===== src/adc_scan_pkg.sv =====
// constants shared by the scan-select and pin analog configuration block
package adc_scan_pkg;

  localparam int unsigned ADDR_W    = 3;
  localparam int unsigned DATA_W    = 16;
  localparam int unsigned MAX_IN    = 32;
  localparam int unsigned SECOND_IN = 16;

  // ------------------------------------------------------------------
  // register offsets
  // ------------------------------------------------------------------
  localparam logic [2:0] OFS_SCAN_SELECT_HIGH          = 3'h0;
  localparam logic [2:0] OFS_SCAN_SELECT_LOW           = 3'h1;
  localparam logic [2:0] OFS_PIN_ANALOG_CONFIG_HIGH    = 3'h2;
  localparam logic [2:0] OFS_PIN_ANALOG_CONFIG_LOW     = 3'h3;
  localparam logic [2:0] OFS_SECOND_PIN_CONFIG_LOW     = 3'h4;
  localparam logic [2:0] OFS_SECOND_SCAN_SELECT_LOW    = 3'h5;
  localparam logic [2:0] OFS_MODULE_CONTROL            = 3'h6;
  localparam logic [2:0] OFS_SCAN_STATUS               = 3'h7;

  // ------------------------------------------------------------------
  // field positions
  // ------------------------------------------------------------------
  localparam int unsigned CTL_FIRST_DISABLE_BIT  = 0;
  localparam int unsigned CTL_SECOND_DISABLE_BIT = 1;
  localparam int unsigned STS_FIRST_CHAN_LSB     = 0;
  localparam int unsigned STS_SECOND_CHAN_LSB    = 8;
  localparam int unsigned STS_FIRST_VALID_BIT    = 14;
  localparam int unsigned STS_SECOND_VALID_BIT   = 15;

  // ------------------------------------------------------------------
  // values after reset
  // ------------------------------------------------------------------
  localparam logic [15:0] RESET_SCAN_SELECT = 16'h0000;
  localparam logic [15:0] RESET_PIN_CONFIG  = 16'h0000;
  localparam logic [15:0] RESET_CONTROL     = 16'h0000;

endpackage : adc_scan_pkg


===== src/adc_scan_config.sv =====
// scan-select and pin analog configuration registers with scan sequencing
`timescale 1ns/1ps
`default_nettype none
module adc_scan_config
  import adc_scan_pkg::*;
#(
  parameter int unsigned PRESENT = 32
)(
  input  wire logic              clk,
  input  wire logic              rst,
  input  wire logic [ADDR_W-1:0] reg_addr,
  input  wire logic [DATA_W-1:0] reg_wdata,
  input  wire logic              reg_write,
  input  wire logic              reg_read,
  output logic      [DATA_W-1:0] reg_rdata,
  input  wire logic              first_scan_restart,
  input  wire logic              first_scan_advance,
  input  wire logic              second_scan_restart,
  input  wire logic              second_scan_advance,
  output logic      [4:0]        first_scan_channel,
  output logic                   first_scan_valid,
  output logic                   first_low_reference,
  output logic      [3:0]        second_scan_channel,
  output logic                   second_scan_valid,
  output logic                   second_low_reference,
  output logic      [31:0]       pin_digital_mode,
  output logic      [31:0]       first_mux_ground,
  output logic      [15:0]       second_mux_ground
);

  logic [15:0] scan_select_high;
  logic [15:0] scan_select_low;
  logic [15:0] pin_analog_config_high;
  logic [15:0] pin_analog_config_low;
  logic [15:0] second_converter_pin_config_low;
  logic [15:0] second_scan_select_low;
  logic [15:0] converter_module_disable;
  logic [15:0] scan_status;
  logic [15:0] next_rdata;

  // ------------------------------------------------------------------
  // register writes
  // ------------------------------------------------------------------
  always_ff @(posedge clk)
  begin
    if (rst)
    begin
      scan_select_high       <= RESET_SCAN_SELECT;
      scan_select_low        <= RESET_SCAN_SELECT;
      second_scan_select_low <= RESET_SCAN_SELECT;
    end
    else if (reg_write)
    begin
      // every bit stays writable even for absent inputs
      if (reg_addr == OFS_SCAN_SELECT_HIGH)
        scan_select_high <= reg_wdata;
      if (reg_addr == OFS_SCAN_SELECT_LOW)
        scan_select_low <= reg_wdata;
      if (reg_addr == OFS_SECOND_SCAN_SELECT_LOW)
        second_scan_select_low <= reg_wdata;
    end
  end

  always_ff @(posedge clk)
  begin
    if (rst)
    begin
      pin_analog_config_high          <= RESET_PIN_CONFIG;
      pin_analog_config_low           <= RESET_PIN_CONFIG;
      second_converter_pin_config_low <= RESET_PIN_CONFIG;
    end
    else if (reg_write)
    begin
      if (reg_addr == OFS_PIN_ANALOG_CONFIG_HIGH)
        pin_analog_config_high <= reg_wdata;
      if (reg_addr == OFS_PIN_ANALOG_CONFIG_LOW)
        pin_analog_config_low <= reg_wdata;
      if (reg_addr == OFS_SECOND_PIN_CONFIG_LOW)
        second_converter_pin_config_low <= reg_wdata;
    end
  end

  always_ff @(posedge clk)
  begin
    if (rst)
      converter_module_disable <= RESET_CONTROL;
    else if (reg_write && reg_addr == OFS_MODULE_CONTROL)
      converter_module_disable <= {14'h0000, reg_wdata[1:0]};
  end

  // ------------------------------------------------------------------
  // register reads
  // ------------------------------------------------------------------
  always_comb
  begin
    scan_status = '0;
    scan_status[STS_FIRST_CHAN_LSB +: 5]  = first_scan_channel;
    scan_status[STS_SECOND_CHAN_LSB +: 4] = second_scan_channel;
    scan_status[STS_FIRST_VALID_BIT]      = first_scan_valid;
    scan_status[STS_SECOND_VALID_BIT]     = second_scan_valid;
  end

  always_comb
  begin
    unique case (reg_addr)
      OFS_SCAN_SELECT_HIGH:       next_rdata = scan_select_high;
      OFS_SCAN_SELECT_LOW:        next_rdata = scan_select_low;
      OFS_PIN_ANALOG_CONFIG_HIGH: next_rdata = pin_analog_config_high;
      OFS_PIN_ANALOG_CONFIG_LOW:  next_rdata = pin_analog_config_low;
      OFS_SECOND_PIN_CONFIG_LOW:  next_rdata = second_converter_pin_config_low;
      OFS_SECOND_SCAN_SELECT_LOW: next_rdata = second_scan_select_low;
      OFS_MODULE_CONTROL:         next_rdata = converter_module_disable;
      OFS_SCAN_STATUS:            next_rdata = scan_status;
    endcase
  end

  // read data stands only in the cycle after the strobe
  always_ff @(posedge clk)
  begin
    if (rst)
      reg_rdata <= '0;
    else if (reg_read)
      reg_rdata <= next_rdata;
    else
      reg_rdata <= '0;
  end

  // ------------------------------------------------------------------
  // scan sequencing
  // ------------------------------------------------------------------
  scan_sequencer #(
    .N_IN    (MAX_IN),
    .PRESENT (PRESENT)
  ) u_first_scan (
    .clk          (clk),
    .rst          (rst),
    .select_bits  ({scan_select_high, scan_select_low}),
    .scan_restart (first_scan_restart),
    .scan_advance (first_scan_advance),
    .scan_channel (first_scan_channel),
    .scan_valid   (first_scan_valid),
    .scan_absent  (first_low_reference)
  );

  // second converter is only ever 16 wide, so inputs above 15 cannot be picked
  scan_sequencer #(
    .N_IN    (SECOND_IN),
    .PRESENT ((PRESENT < SECOND_IN) ? PRESENT : SECOND_IN)
  ) u_second_scan (
    .clk          (clk),
    .rst          (rst),
    .select_bits  (second_scan_select_low),
    .scan_restart (second_scan_restart),
    .scan_advance (second_scan_advance),
    .scan_channel (second_scan_channel),
    .scan_valid   (second_scan_valid),
    .scan_absent  (second_low_reference)
  );

  // ------------------------------------------------------------------
  // pin modes
  // ------------------------------------------------------------------
  pin_mode_map #(
    .PRESENT (PRESENT)
  ) u_pin_map (
    .first_config      ({pin_analog_config_high, pin_analog_config_low}),
    .second_config     (second_converter_pin_config_low),
    .first_disable     (converter_module_disable[CTL_FIRST_DISABLE_BIT]),
    .second_disable    (converter_module_disable[CTL_SECOND_DISABLE_BIT]),
    .pin_digital_mode  (pin_digital_mode),
    .first_mux_ground  (first_mux_ground),
    .second_mux_ground (second_mux_ground)
  );

  // ------------------------------------------------------------------
  // assertions
  // ------------------------------------------------------------------
  logic [31:0] first_select;
  logic [31:0] present_pins;
  assign first_select = {scan_select_high, scan_select_low};

  // own copy of the present-input mask so checks do not lean on the map
  always_comb
  begin
    for (int i = 0; i < 32; i++)
      present_pins[i] = (i < PRESENT);
  end

  // one edge after reset is seen, so power-up unknowns are never judged
  property p_reset_clear;
    @(posedge clk) rst |=> (first_select == 32'h0 && pin_digital_mode == 32'h0
                                    && second_scan_select_low == 16'h0);
  endproperty
  a_reset_clear: assert property (p_reset_clear) else $error("regs not cleared by reset");

  property p_high_write;
    @(posedge clk) disable iff (rst)
      reg_write && reg_addr == OFS_SCAN_SELECT_HIGH
      ##1 reg_read && reg_addr == OFS_SCAN_SELECT_HIGH
      |=> reg_rdata == $past(reg_wdata, 2);
  endproperty
  a_high_write: assert property (p_high_write) else $error("high scan write lost");

  property p_low_write;
    @(posedge clk) disable iff (rst)
      reg_write && reg_addr == OFS_SCAN_SELECT_LOW |=> scan_select_low == $past(reg_wdata);
  endproperty
  a_low_write: assert property (p_low_write) else $error("low scan write lost");

  property p_advance_selected;
    @(posedge clk) disable iff (rst)
      first_scan_advance && first_scan_valid && !first_scan_restart
      && reg_write == 1'b0 |=> first_select[first_scan_channel];
  endproperty
  a_advance_selected: assert property (p_advance_selected) else $error("scan hit a skipped input");

  property p_ascending;
    @(posedge clk) disable iff (rst)
      first_scan_advance && !first_scan_restart && !reg_write
      && first_select[first_scan_channel] && $countones(first_select) > 1
      && (first_select >> first_scan_channel) > 32'h1
      |=> first_scan_channel > $past(first_scan_channel);
  endproperty
  a_ascending: assert property (p_ascending) else $error("scan not ascending");

  property p_digital_pin;
    @(posedge clk) disable iff (rst)
      pin_analog_config_low[0] && PRESENT > 0 |-> pin_digital_mode[0] && first_mux_ground[0];
  endproperty
  a_digital_pin: assert property (p_digital_pin) else $error("pin bit set but not digital");

  property p_analog_pin;
    @(posedge clk) disable iff (rst)
      !pin_analog_config_low[1] && !second_converter_pin_config_low[1]
      && converter_module_disable[1:0] == 2'b00 |-> !pin_digital_mode[1];
  endproperty
  a_analog_pin: assert property (p_analog_pin) else $error("pin bit clear but digital");

  property p_disable_digital;
    @(posedge clk) disable iff (rst)
      converter_module_disable[CTL_FIRST_DISABLE_BIT]
      |-> first_mux_ground == present_pins && pin_digital_mode == present_pins;
  endproperty
  a_disable_digital: assert property (p_disable_digital) else $error("disabled pins not digital");

  property p_absent_ref;
    @(posedge clk) disable iff (rst)
      first_low_reference |-> 32'(first_scan_channel) >= PRESENT
                              && !pin_digital_mode[first_scan_channel];
  endproperty
  a_absent_ref: assert property (p_absent_ref) else $error("absent input flag wrong");

  property p_absent_pin;
    @(posedge clk) disable iff (rst)
      ((pin_digital_mode | first_mux_ground) & ~present_pins) == 32'h0;
  endproperty
  a_absent_pin: assert property (p_absent_pin) else $error("absent pin driven");

  property p_restart_lowest;
    @(posedge clk) disable iff (rst)
      first_scan_restart && first_scan_valid && !reg_write
      |=> first_select[first_scan_channel]
          && (first_select & ((32'h1 << first_scan_channel) - 32'h1)) == 32'h0;
  endproperty
  a_restart_lowest: assert property (p_restart_lowest) else $error("restart missed lowest");

  property p_second_shared;
    @(posedge clk) disable iff (rst)
      !converter_module_disable[CTL_SECOND_DISABLE_BIT]
      |-> second_mux_ground == (second_converter_pin_config_low & present_pins[15:0])
          && (second_mux_ground & ~pin_digital_mode[15:0]) == 16'h0000;
  endproperty
  a_second_shared: assert property (p_second_shared) else $error("shared pin mode wrong");

  // read data must not linger, software may poll any index
  property p_rdata_idle;
    @(posedge clk) disable iff (rst)
      !reg_read |=> reg_rdata == 16'h0000;
  endproperty
  a_rdata_idle: assert property (p_rdata_idle) else $error("read data lingers");

  c_scan_wrap: cover property (@(posedge clk) disable iff (rst)
    first_scan_advance && first_scan_valid ##1 first_scan_channel < $past(first_scan_channel));
  c_second_scan: cover property (@(posedge clk) disable iff (rst)
    second_scan_advance && second_scan_valid);
  c_pin_digital: cover property (@(posedge clk) disable iff (rst) pin_digital_mode[15]);
  c_disable: cover property (@(posedge clk) disable iff (rst) converter_module_disable[1]);

endmodule : adc_scan_config
`default_nettype wire


===== src/pin_mode_map.sv =====
// merges both converters' pin configuration into per-pin mode controls
`timescale 1ns/1ps
`default_nettype none
module pin_mode_map
  import adc_scan_pkg::*;
#(
  parameter int unsigned PRESENT = 32
)(
  input  wire logic [31:0] first_config,
  input  wire logic [15:0] second_config,
  input  wire logic        first_disable,
  input  wire logic        second_disable,
  output logic      [31:0] pin_digital_mode,
  output logic      [31:0] first_mux_ground,
  output logic      [15:0] second_mux_ground
);

  logic [31:0] present_mask;
  logic [31:0] first_eff;
  logic [31:0] second_eff;

  always_comb
  begin
    for (int i = 0; i < 32; i++)
      present_mask[i] = (i < PRESENT);
  end

  // a disabled converter forces all its pins digital
  assign first_eff  = first_config | {32{first_disable}};
  assign second_eff = {16'h0000, second_config | {16{second_disable}}};

  // both converters may claim the low pins; any digital claim wins
  assign pin_digital_mode  = (first_eff | second_eff) & present_mask;
  assign first_mux_ground  = first_eff & present_mask;
  assign second_mux_ground = second_eff[15:0] & present_mask[15:0];

endmodule : pin_mode_map
`default_nettype wire


===== src/scan_sequencer.sv =====
// walks the selected analog inputs in ascending order with wrap-around
`timescale 1ns/1ps
`default_nettype none
module scan_sequencer
  import adc_scan_pkg::*;
#(
  parameter int unsigned N_IN    = 32,
  parameter int unsigned PRESENT = 32,
  localparam int unsigned CW     = $clog2(N_IN)
)(
  input  wire logic            clk,
  input  wire logic            rst,
  input  wire logic [N_IN-1:0] select_bits,
  input  wire logic            scan_restart,
  input  wire logic            scan_advance,
  output logic      [CW-1:0]   scan_channel,
  output logic                 scan_valid,
  output logic                 scan_absent
);

  // first selected input strictly after 'from', wrapping past the top
  function automatic logic [CW-1:0] next_selected(input logic [N_IN-1:0] sel,
                                                  input logic [CW-1:0]   from);
    logic [CW-1:0] idx;
    logic          hit;
    next_selected = from;
    hit = 1'b0;
    for (int i = 1; i <= N_IN; i++)
    begin
      idx = CW'((int'(from) + i) % N_IN);
      if (!hit && sel[idx])
      begin
        next_selected = idx;
        hit = 1'b1;
      end
    end
  endfunction : next_selected

  assign scan_valid = |select_bits;

  always_ff @(posedge clk)
  begin
    if (rst)
      scan_channel <= '0;
    else if (scan_restart && scan_valid)
      scan_channel <= next_selected(select_bits, CW'(N_IN - 1));
    else if (scan_advance && scan_valid)
      scan_channel <= next_selected(select_bits, scan_channel);
  end

  // absent inputs convert the low reference instead of a pin
  assign scan_absent = (int'(scan_channel) >= PRESENT);

endmodule : scan_sequencer
`default_nettype wire

===== config.mk =====
export PLATFORM = sky130hd
export DESIGN_NAME = adc_scan_config
export DESIGN_NICKNAME = d
export VERILOG_FILES = /design/src/adc_scan_pkg.sv /design/src/adc_scan_config.sv /design/src/pin_mode_map.sv /design/src/scan_sequencer.sv
export SDC_FILE = /design/constraint.sdc
export NUM_CORES = 1
export LEC_CHECK = 0
export ABC_AREA = 1
export CAP_MARGIN = 15
export CORE_MARGIN = 10
export CORE_UTILIZATION = 50
export DETAILED_ROUTE_END_ITERATION = 8
export DONT_BUFFER_PORTS = 1
export GPL_TIMING_DRIVEN = 1
export REMOVE_ABC_BUFFERS = 1
export SLEW_MARGIN = 5
export SYNTH_ARGS = -nofsm -noshare
export SYNTH_HDL_FRONTEND = slang
export SYNTH_HIERARCHICAL = 1
export SYNTH_SLANG_ARGS = --single-unit

===== constraint.sdc =====
create_clock -name clk -period 5.6 [get_ports clk]
set_clock_uncertainty 0.05 [all_clocks]
set_input_delay 0.28 -clock clk [delete_from_list [all_inputs] [get_ports clk]]
set_output_delay 0.28 -clock clk [all_outputs]
set_load 0.01 [all_outputs]

==> reports/qor.txt, run 1 <==
=====================================================================================
Violated checks                                                           hold timing
TritonCTS clock tree                                                            built
Sum of met2 wire segment lengths after detailed routing                       23.9 mm
Run status                                                               finished, violations left
GR Overflow Total                                                                   0
Register clock-pin slew on the reported worst setup and hold paths            0.07 ns
Floorplan Core Area                                                       0.0252 mm^2
Yosys reg bits                                                                    123
Most frequent standard cell in the layout excluding fill and tap cells        nand2_1
Worst-skew pair later-pin latency                                             0.43 ns
Maxcap violations                                                                   0
Worst reg2reg setup slack                                                     0.30 ns
Cell accounting for the most synthesized area                                 dfxtp_1
Biggest area contributors in the synthesized netlist                     dfxtp_1 19%, nand2_1 16%, nand3_1 15%, inv_1 7.2%, nor2_1 6.9%
Synth Area per Inst                                                         5.72 um^2
Horiz. Die Dim                                                                 180 um
Type of the most critical hold path                                      input pin to flip-flop
Critical path type                                                       flip-flop to flip-flop
Worst slew margin relative to its limit                                         0.231
Min-delay src                                                            reg_wdata[1]
Slack of the critical path                                                   0.304 ns
Port-buffer cells                                                                   0
Final Wtd Congestion                                                             1.05
Depth of the CTS H-tree                                                             4
Wire per inst                                                                 21.3 um
Setup Fix Bufs, Post-CTS                                                            0
First-pass GRT wire length                                                    82.6 mm
Fraction of registers with async set/reset                                          0
HPWL after DPL                                                                39.5 mm
R2R depth                                                                          31
Final Net Count                                                                  2244
DRT antenna net count                                                               0
Initial Util                                                                    0.507
Global-route usage over all layers                                              0.315
YS warnings                                                                         6
Post-Route M1 WL                                                              22.3 mm
Worst-Margin Slew                                                             1.15 ns
Leakage power                                                                 6.51 nW
Commonest cells after routing, fill and taps aside                       546 x nand2_1, 382 x nand3_1, 242 x inv_1
Top FF cell, synth                                                            dfxtp_1
Post-synthesis cell count                                                        2233
Master cell of the clock root buffer                                        clkbuf_16
Critical path peak fanout                                                          11
Worst ir drop on vdd                                                       0.000399 V
Boundary pin count                                                                136
Fraction of the cycle the final worst path needs                                0.946
CP peak stage delay                                                           0.54 ns
Yosys top cell area share                                                       0.193
Initial antenna violation count                                                     0
Vias                                                                            15.5k
Critical register-to-register path endpoint                              u_first_scan/scan_channel[2]$_SDFFE_PP0P_
Cell row count                                                                     58
Maximum buffer depth of the clock tree                                              2
Initial DRC count                                                                2200
Data arrival, critical path                                                   5.57 ns
Crit path top cell by count                                                   nand2_1
Highest Signal Layer                                                             met4
Crit path max-delay cell type                                                  xor2_2
Remaining design rule violation count                                               0
Endpoint with the worst hold slack                                       pin_analog_config_high[1]$_SDFFE_PP0P_
Setup repair after global routing missed its margin                             false
Post-synthesis cell area                                                  0.0128 mm^2
Number of global-route vias before repair                                       14.1k
Wirelength, routed                                                            54.1 mm
Worst hold path cell count                                                          2
DP Worst Slack                                                               0.386 ns
Average vias per placed instance                                                 6.12
Setup total negative slack                                                       0 ns
Pin count of the biggest net entering global routing                               47
Count of final hold-check violations                                                3
Achievable frequency                                                          189 MHz
Count of endpoints failing setup in the final report                                0
Number of detailed-routing iterations run before antenna repair                     8
Power density normalized to cell area                                     653 mW/mm^2
Pins over their slew limit                                                          0
Crit path required time                                                       5.87 ns
Hold slack                                                                -0.00513 ns
Die Outline Area                                                          0.0323 mm^2
Number of buffers inserted during clock tree synthesis                             17
Number of enable flip-flop cells after synthesis                                    0
Startpoint of the most critical register-to-register path                u_first_scan/scan_channel[2]$_SDFFE_PP0P_
Category of the worst setup path launch point                               flip-flop
Die height                                                                     180 um
Share of post-route cells with drive strength above 1                          0.0756
Antenna Diode Count                                                                 0
Final period demand of the worst path                                         5.30 ns
Element type at the critical path end                                       flip-flop
Synth-to-Final Area Change                                                      6.12%
CTS sink count                                                                    123
Distinct cell type count after synthesis                                           58
Sequential fraction of the synthesis area                                       0.193
Amount of wire on met3 after detailed routing                                 5.36 mm
=====================================================================================
-- worst max-delay path: cells and delay by family, from the launching register on --
family | cells | cell delay [ns]
and+or+nand+nor | 24 | 2.98
AOI/OAI and AO/OA | 3 | 0.61
xor gates and xnor gates | 1 | 0.54
DFF | 1 | 0.33
buffers and inverters | 2 | 0.33
adders and majority gates | 1 | 0.33
-- sequential cells by signal, indices dropped and copies added, names as in the netlist --
name and cells:
reg_rdata 16, converter_module_disable 2, pin_analog_config_low 16, u_second_scan/scan_channel 4
scan_select_high 16, second_converter_pin_config_low 16, u_first_scan/scan_channel 5, second_scan_select_low 16
scan_select_low 16, pin_analog_config_high 16
-- per-layer routing --
| metal | up-vias | GRT usage |
|---|---|---|
| met5 | - | 0 |
| met4 | 0 | 0.140 |
| met3 | 157 | 0.0498 |
| met2 | 954 | 0.494 |
| met1 | 7125 | 0.415 |
| li1 | 7298 | - |
-- what timing repair did --
| action | in CTS | in global routing |
|---|---|---|
| hold buffers | 23 | 1 |
| hold endpoints to repair | 64 | 1 |
| resized for setup | 0 | 7 |
| endpoints found under the setup margin | 0 | 5 |
-- cell usage after synthesis (9+ instances only) --
master and count:
a21oi_1 118, a31oi_1 16, buf_2 34, buf_4 29, buf_6 15, clkbuf_1 30
dfxtp_1 123, ha_1 21, inv_1 244, inv_2 17, nand2_1 546, nand2_2 9
nand3_1 382, nand4_1 79, nor2_1 236, nor2_2 15, nor2_4 14, nor3_1 11
nor4_1 9, o21ai_0 145, o21ai_1 14, or2_1 15, xor2_1 21
-- power by group --
group / internal (mW) / switching, mW / total [mW]
registers: 0.927 / 0.0949 / 1.02
clock network: 0.573 / 0.460 / 1.03
logic: 1.92 / 4.88 / 6.80
-- how the worst max path moves through the flow --
stage | from | end | cells past startpoint | slack [ns]
4_1_cts | u_first_scan/scan_channel[0]$_SDFFE_PP0P_ | u_first_scan/scan_channel[2]$_SDFFE_PP0P_ | 32 | 0.36
5_1_grt | u_first_scan/scan_channel[2]$_SDFFE_PP0P_ | u_first_scan/scan_channel[2]$_SDFFE_PP0P_ | 31 | 0.02
3_5_place_dp | u_first_scan/scan_channel[0]$_SDFFE_PP0P_ | u_first_scan/scan_channel[2]$_SDFFE_PP0P_ | 32 | 0.39
3_3_place_gp | u_first_scan/scan_channel[2]$_SDFFE_PP0P_ | u_first_scan/scan_channel[2]$_SDFFE_PP0P_ | 31 | 0.38
2_1_floorplan | u_first_scan/scan_channel[0]$_SDFFE_PP0P_ | u_first_scan/scan_channel[2]$_SDFFE_PP0P_ | 32 | 0.08
6_report | u_first_scan/scan_channel[2]$_SDFFE_PP0P_ | u_first_scan/scan_channel[2]$_SDFFE_PP0P_ | 31 | 0.30
-- metrics by stage --
| step | utilization | total power, mW | hold WS, ns | cells | instance area (um^2) |
|---|---|---|---|---|---|
| finish | 0.538 | 8.86 | -0.00513 | 2538 | 13600 |
| global route | 0.538 | 9.58 | 0.00352 | 2538 | 13600 |
| CTS | 0.536 | 8.63 | 0.000938 | 2536 | 13500 |
| detailed placement | 0.505 | 7.56 | 0.309 | 2482 | 12700 |
| global placement | 0.505 | 7.56 | 0.308 | 2482 | 12700 |
| floorplan | - | 5.62 | 0.292 | 2120 | 12100 |
-- logic make-up after synthesis --
kind of cell	Yosys count	synth area share
other	2	0.000588
AO/OA/AOI/OAI	329	0.140
flip-flops	123	0.193
AND/OR/NAND/NOR	1348	0.490
buffers and inverters	384	0.137
adder cells (fa/ha/maj)	21	0.0206
XOR/XNOR	26	0.0196
-- layout make-up --
| class | count | area (um^2) |
|---|---|---|
| Sequential cell | 123 | 2460 |
| Inverter | 271 | 1030 |
| Timing Repair Buffer | 57 | 522 |
| Fill cell | 2630 | 11600 |
| Tap cell | 330 | 413 |
| Clock buffer | 17 | 425 |
| Clock inverter | 14 | 118 |
| Multi-Input combinational cell | 1726 | 8580 |
(Power assumes the default switching activity.)
==> run 2: changes to the inputs <==
==> constraint.sdc (replaced) <==
create_clock -name clk -period 6.9 [get_ports clk]
set_clock_uncertainty 0.05 [all_clocks]
set_input_delay 0.345 -clock clk [delete_from_list [all_inputs] [get_ports clk]]
set_output_delay 0.345 -clock clk [all_outputs]
set_load 0.01 [all_outputs]
==> run 2 against run 1 <==
The run now ends clean. Non-clock buffer count decreased by 32. Wire length decreased by 3.8%. Sequential share of layout area increased by 0.34 points. Clock power decreased by 8%. Flip-flop and latch count unchanged. Maximum frequency decreased by 3.8%. First-iteration DRC count decreased by 18%. Critical path depth increased by 1. Via count decreased by 3.2%. Setup slack improved by 1.1 ns. Design area decreased by 1.9%. Final cell count decreased by 1.2%.
==> reports/qor.txt, run 2 (same netlist as run 1, synthesis figures left out) <==
=====================================================================================
Die height                                                                     180 um   unchanged
Pins over their slew limit                                                          0   unchanged
Initial antenna violation count                                                     0   unchanged
Average vias per placed instance                                                 6.00   -2.0%
Number of buffers inserted during clock tree synthesis                             17   unchanged
Commonest cells after routing, fill and taps aside                       546 x nand2_1, 382 x nand3_1, 244 x inv_1
Post-route cell area                                                      0.0133 mm^2   -1.9%
Depth of the CTS H-tree                                                             4   unchanged
Share of post-route cells with drive strength above 1                          0.0712   -0.00444
Final period demand of the worst path                                         5.51 ns   +0.211 ns
Maxcap violations                                                                   0   unchanged
Initial DRC count                                                                1802   -18%
First-pass GRT wire length                                                    79.1 mm   -4.3%
Crit path top cell by count                                                   nand2_1
Critical path peak fanout                                                          33   +22
Wire per inst                                                                 20.7 um   -2.7%
Worst hold path cell count                                                          2   unchanged
CTS sink count                                                                    123   unchanged
Data arrival, critical path                                                   5.81 ns   +0.24 ns
Count of endpoints failing setup in the final report                                0   unchanged
Leakage power                                                                 6.42 nW   -1.4%
Crit path max-delay family                                               simple AND/OR/NAND/NOR gates
Worst reg2reg setup slack                                                     1.39 ns   +1.09 ns
Achievable frequency                                                          182 MHz   -3.8%
Category of the worst setup path launch point                               flip-flop
Wirelength, routed                                                            52.0 mm   -3.8%
Worst ir drop on vdd                                                       0.000285 V   -28%
Net load switching power                                                      4.42 mW   -19%
Startpoint of the most critical register-to-register path                u_first_scan/scan_channel[0]$_SDFFE_PP0P_
Total Power                                                                   7.28 mW   -18%
Cell row count                                                                     58   unchanged
Setup Fix Bufs, Post-CTS                                                            0   unchanged
Count of final hold-check violations                                                0   -3
Global-route usage over all layers                                              0.301   -0.0137
Number of detailed-routing iterations run before antenna repair                     5   -3
Post-place instance area                                                  0.0126 mm^2   -0.69%
Pint                                                                          2.87 mW   -16%
Crit path required time                                                       7.20 ns   +1.33 ns
Synth-to-Final Area Change                                                      4.15%
Number of global-route vias before repair                                       13.5k   -3.7%
Power density normalized to cell area                                     547 mW/mm^2   -16%
Most frequent standard cell in the layout excluding fill and tap cells        nand2_1
Worst-skew pair later-pin latency                                             0.42 ns   about the same
GR Overflow Total                                                                   0   unchanged
Worst-Margin Slew                                                             1.18 ns   +0.0260 ns
Type of the most critical hold path                                      input pin to flip-flop
Floorplan Core Area                                                       0.0252 mm^2   unchanged
Element type at the critical path end                                       flip-flop
Critical register-to-register path endpoint                              u_first_scan/scan_channel[1]$_SDFFE_PP0P_
CP peak stage delay                                                           0.56 ns   +0.02 ns
TritonCTS clock tree                                                            built
Crit path max-delay cell type                                                 dfxtp_2
Final Net Count                                                                  2212   -1.4%
R2R depth                                                                          32   +3.2%
Worst slew margin relative to its limit                                         0.213   -0.0176
Min-delay src                                                            reg_wdata[6]
Pin count of the biggest net entering global routing                               47   unchanged
Setup total negative slack                                                       0 ns   unchanged
Switching Fraction                                                              0.606   -0.00761
Share of power burned in registers                                              0.116   about the same
Clock group share of total power                                                0.130   +0.013
DRT antenna net count                                                               0   unchanged
Endpoint with the worst hold slack                                       second_scan_select_low[6]$_SDFFE_PP0P_
Master cell of the clock root buffer                                        clkbuf_16
Die Outline Area                                                          0.0323 mm^2   unchanged
Final Wtd Congestion                                                             1.05   -0.11%
Antenna Diode Count                                                                 0   unchanged
Maximum buffer depth of the clock tree                                              2   unchanged
Boundary pin count                                                                136   unchanged
Count of buffering cells on the critical path with inverters included               5   +3
Run status                                                               finished clean
Critical path type                                                       flip-flop to flip-flop
Initial Util                                                                    0.507   unchanged
Fraction of the cycle the final worst path needs                                0.798   -0.148
Horiz. Die Dim                                                                 180 um   unchanged
Register clock-pin slew on the reported worst setup and hold paths            0.07 ns   about the same
Vias                                                                            15.0k   -3.2%
HPWL after DPL                                                                39.1 mm   -1.0%
Remaining design rule violation count                                               0   unchanged
Port-buffer cells                                                                   0   unchanged
Logic pwr share                                                                 0.753   -0.015
Setup repair after global routing missed its margin                             false
=====================================================================================
[run 2: cell types whose count changed in the layout (fill, tap and decap cells not counted), moves of 2 or more]
cell           change
inv_1              +2
bufinv_16          +3
xor2_2             -2
clkinv_4           -3
dlygate4sd3_1     -23
inv_6              +3
buf_4              -8
clkinvlp_4         -2
xor2_1             +2
[run 2: worst max path at each step]
stage / start / endpoint / slack, ns / depth (start not counted)
after floorplan: u_first_scan/scan_channel[0]$_SDFFE_PP0P_ / u_first_scan/scan_channel[2]$_SDFFE_PP0P_ / 1.38 / 32
after global placement: u_first_scan/scan_channel[0]$_SDFFE_PP0P_ / u_first_scan/scan_channel[2]$_SDFFE_PP0P_ / 1.60 / 35
after detailed placement: u_first_scan/scan_channel[0]$_SDFFE_PP0P_ / u_first_scan/scan_channel[2]$_SDFFE_PP0P_ / 1.57 / 33
after CTS: u_first_scan/scan_channel[0]$_SDFFE_PP0P_ / u_first_scan/scan_channel[2]$_SDFFE_PP0P_ / 1.55 / 33
after global routing: u_first_scan/scan_channel[0]$_SDFFE_PP0P_ / u_first_scan/scan_channel[3]$_SDFFE_PP0P_ / 0.77 / 34
final: u_first_scan/scan_channel[0]$_SDFFE_PP0P_ / u_first_scan/scan_channel[1]$_SDFFE_PP0P_ / 1.39 / 32
[run 2: through the flow]
step,setup slack (ns),utilization,hold slack (ns),cells
final,1.39,0.528,0.0183,2507
after global routing,0.769,0.528,0.0207,2507
after CTS,1.55,0.527,0.00893,2505
after detailed placement,1.57,0.502,0.377,2472
after global placement,1.60,0.501,0.374,2471
after floorplan,1.38,-,0.357,2120
[run 2: timing repair]
| action | 4_1_cts | 5_1_grt |
|---|---|---|
| hold buffers | 1 | 0 |
| gates resized for setup | 0 | 0 |
| setup endpoints to repair | 0 | 0 |
| endpoints found under the hold margin | 35 | 0 |
[run 2: metal layers]
metal  vias to the layer above  global-route usage  wire (um)
met1                      6934               0.398      22000
li1                       7230                   -          -
met3                        96              0.0620       4940
met2                       775               0.473      23400
met4                         0               0.108       1680
met5                         -                   0          0
[run 2: power by group through the flow]
| stage | combinational (mW) | clock [mW] | sequential, mW |
|---|---|---|---|
| final | 5.49 | 0.948 | 0.848 |
| after detailed placement | 5.30 | 0 | 0.861 |
| after global placement | 5.30 | 0 | 0.862 |
| after global routing | 6.03 | 0.987 | 0.853 |
| after CTS | 5.32 | 0.953 | 0.846 |
| after floorplan | 3.67 | 0 | 0.892 |
[run 2: worst reg2reg max path: cells and delay by family, from the launching register on]
family | cells | cell delay, ns
flip-flops | 1 | 0.56
buffers and inverters | 5 | 0.87
adder cells (fa/ha/maj) | 1 | 0.55
AND/OR/NAND/NOR | 24 | 3.07
AO/OA/AOI/OAI | 2 | 0.33
[run 2: final cells by class]
cell class / instances / area, um^2
Fill cell: 2707 / 11900
Inverter: 271 / 1030
Sequential cell: 123 / 2460
Multi-Input combinational cell: 1726 / 8570
Clock inverter: 14 / 184
Clock buffer: 18 / 439
Timing Repair Buffer: 25 / 211
Tap cell: 330 / 413
==> run 3: changes to the inputs <==
==> constraint.sdc (replaced) <==
create_clock -name clk -period 5.5 [get_ports clk]
set_clock_uncertainty 0.05 [all_clocks]
set_input_delay 0.275 -clock clk [delete_from_list [all_inputs] [get_ports clk]]
set_output_delay 0.275 -clock clk [all_outputs]
set_load 0.01 [all_outputs]
==> run 3 against run 2 <==
Maximum frequency grew 6.3%. Final cell count up 1.2%. Wire length rose by 2.6%. Design area is 2.2% higher. Highest routed layer unchanged. Flip-flop and latch count did not move.
==> reports/qor.txt, run 3 (same netlist as run 1, synthesis figures left out) <==
=====================================================================================
CP peak stage delay                                                           0.40 ns   -0.16 ns
Floorplan Core Area                                                       0.0252 mm^2   unchanged
Leakage power                                                                 6.53 nW   +1.8%
Master cell of the clock root buffer                                        clkbuf_16
Wire per inst                                                                 21.0 um   +1.4%
Horiz. Die Dim                                                                 180 um   unchanged
Maximum buffer depth of the clock tree                                              2   unchanged
Count of endpoints failing setup in the final report                                0   unchanged
Remaining design rule violation count                                               0   unchanged
Depth of the CTS H-tree                                                             4   unchanged
First-pass GRT wire length                                                    82.1 mm   +3.9%
Category of the worst setup path launch point                               flip-flop
Worst-Margin Slew                                                             1.22 ns   +0.0458 ns
DP Worst Slack                                                               0.252 ns   -1.32 ns
Hold slack                                                                 0.00422 ns   -0.0140 ns
Worst-skew pair later-pin latency                                             0.42 ns   about the same
Critical path type                                                       flip-flop to flip-flop
Final Instance Count excl. Fillers                                               2536   +1.2%
Crit path max-delay cell type                                                 dfxtp_1
Setup total negative slack                                                       0 ns   unchanged
Number of global-route vias before repair                                       14.1k   +3.9%
Global-route usage over all layers                                              0.311   +0.0101
Most frequent standard cell in the layout excluding fill and tap cells        nand2_1
Count of placed standard cells including taps                                    2483   +0.44%
Critical path peak fanout                                                          18   -45%
Vias                                                                            15.5k   +2.9%
Number of buffers inserted during clock tree synthesis                             17   unchanged
Util after Layout                                                               0.540   +0.0115
Final Net Count                                                                  2241   +1.3%
Crit path top cell by count                                                   nand2_1
Count of final hold-check violations                                                0   unchanged
Worst slew margin relative to its limit                                         0.183   -0.0307
Initial antenna violation count                                                     0   unchanged
Die Outline Area                                                          0.0323 mm^2   unchanged
Synth-to-Final Area Change                                                      6.42%
Worst ir drop on vdd                                                       0.000484 V   +70%
Post-route cell area                                                      0.0136 mm^2   +2.2%
Slack of the critical path                                                   0.318 ns   -1.07 ns
Power density normalized to cell area                                     669 mW/mm^2   +22%
Commonest cells after routing, fill and taps aside                       546 x nand2_1, 382 x nand3_1, 244 x inv_1
HPWL after DPL                                                                39.8 mm   +1.7%
Crit path required time                                                       5.75 ns   -1.45 ns
Element type at the critical path end                                       flip-flop
Average vias per placed instance                                                 6.10   +1.7%
Share of post-route cells with drive strength above 1                          0.0757   +0.00450
Total Power                                                                   9.09 mW   +25%
Wirelength, routed                                                            53.3 mm   +2.6%
TritonCTS clock tree                                                            built
Cell row count                                                                     58   unchanged
Pin count of the biggest net entering global routing                               47   unchanged
Final period demand of the worst path                                         5.18 ns   -0.325 ns
GR Overflow Total                                                                   0   unchanged
Port-buffer cells                                                                   0   unchanged
DRT antenna net count                                                               0   unchanged
Post-place instance area                                                  0.0127 mm^2   +0.75%
Initial DRC count                                                                1984   +10%
Boundary pin count                                                                136   unchanged
Achievable frequency                                                          193 MHz   +6.3%
Run status                                                               finished clean
Type of the most critical hold path                                      input pin to flip-flop
Fraction of the cycle the final worst path needs                                0.942   +0.144
Antenna Diode Count                                                                 0   unchanged
Initial Util                                                                    0.507   unchanged
CTS sink count                                                                    123   unchanged
Die height                                                                     180 um   unchanged
Register clock-pin slew on the reported worst setup and hold paths            0.07 ns   about the same
Data arrival, critical path                                                   5.43 ns   -0.38 ns
Pins over their slew limit                                                          0   unchanged
Number of detailed-routing iterations run before antenna repair                     7   +2
Maxcap violations                                                                   0   unchanged
Final Wtd Congestion                                                             1.10   +4.2%
Worst reg2reg setup slack                                                     0.32 ns   -1.07 ns
=====================================================================================
-- run 3: per-layer routing --
| layer | global-route usage | routed length [um] | vias up |
|---|---|---|---|
| li1 | - | - | 7303 |
| met1 | 0.411 | 22200 | 7134 |
| met2 | 0.486 | 23600 | 869 |
| met3 | 0.0532 | 5040 | 163 |
| met4 | 0.135 | 2490 | 0 |
| met5 | 0 | 0 | - |
-- run 3: final timing paths --
| check | start | end | depth (start not counted) |
|---|---|---|---|
| setup reg to reg | u_first_scan/scan_channel[2]$_SDFFE_PP0P_ | u_first_scan/scan_channel[2]$_SDFFE_PP0P_ | 34 |
| setup / recovery | u_first_scan/scan_channel[2]$_SDFFE_PP0P_ | u_first_scan/scan_channel[2]$_SDFFE_PP0P_ | 34 |
| hold / removal | reg_wdata[2] | pin_analog_config_low[2]$_SDFFE_PP0P_ | 2 |
| hold reg to reg | pin_analog_config_low[3]$_SDFFE_PP0P_ | pin_analog_config_low[3]$_SDFFE_PP0P_ | 2 |
-- run 3: worst max-delay path, delay by kind of cell, from the launching register on --
kind,cells,cell delay (ns)
simple gates,26,3.13
buf+inv,4,0.61
flops,1,0.40
compound gates,3,0.64
fa+ha+maj,1,0.22
-- run 3: power by group --
part | internal, mW | switching (mW) | leakage [nW]
clock network | 0.679 | 0.470 | 0.286
registers | 0.944 | 0.104 | 1.00
logic | 1.96 | 4.94 | 5.25
total | 3.58 | 5.52 | 6.53
-- run 3: cell type report --
cell class	count	area [um^2]
fill	2642	11600
tap	330	413
multi-input combinational	1726	8610
timing repair buffer	54	489
inverter	271	1030
clock inverter	14	160
clock buffer	18	429
sequential	123	2460
-- run 3: what timing repair did --
| item | CTS | global route |
|---|---|---|
| hold buffers | 20 | 0 |
| buffers inserted | 0 | 0 |
| endpoints found under the hold margin | 82 | 0 |
| gates resized for setup | 0 | 6 |
| endpoints found under the setup margin | 0 | 5 |
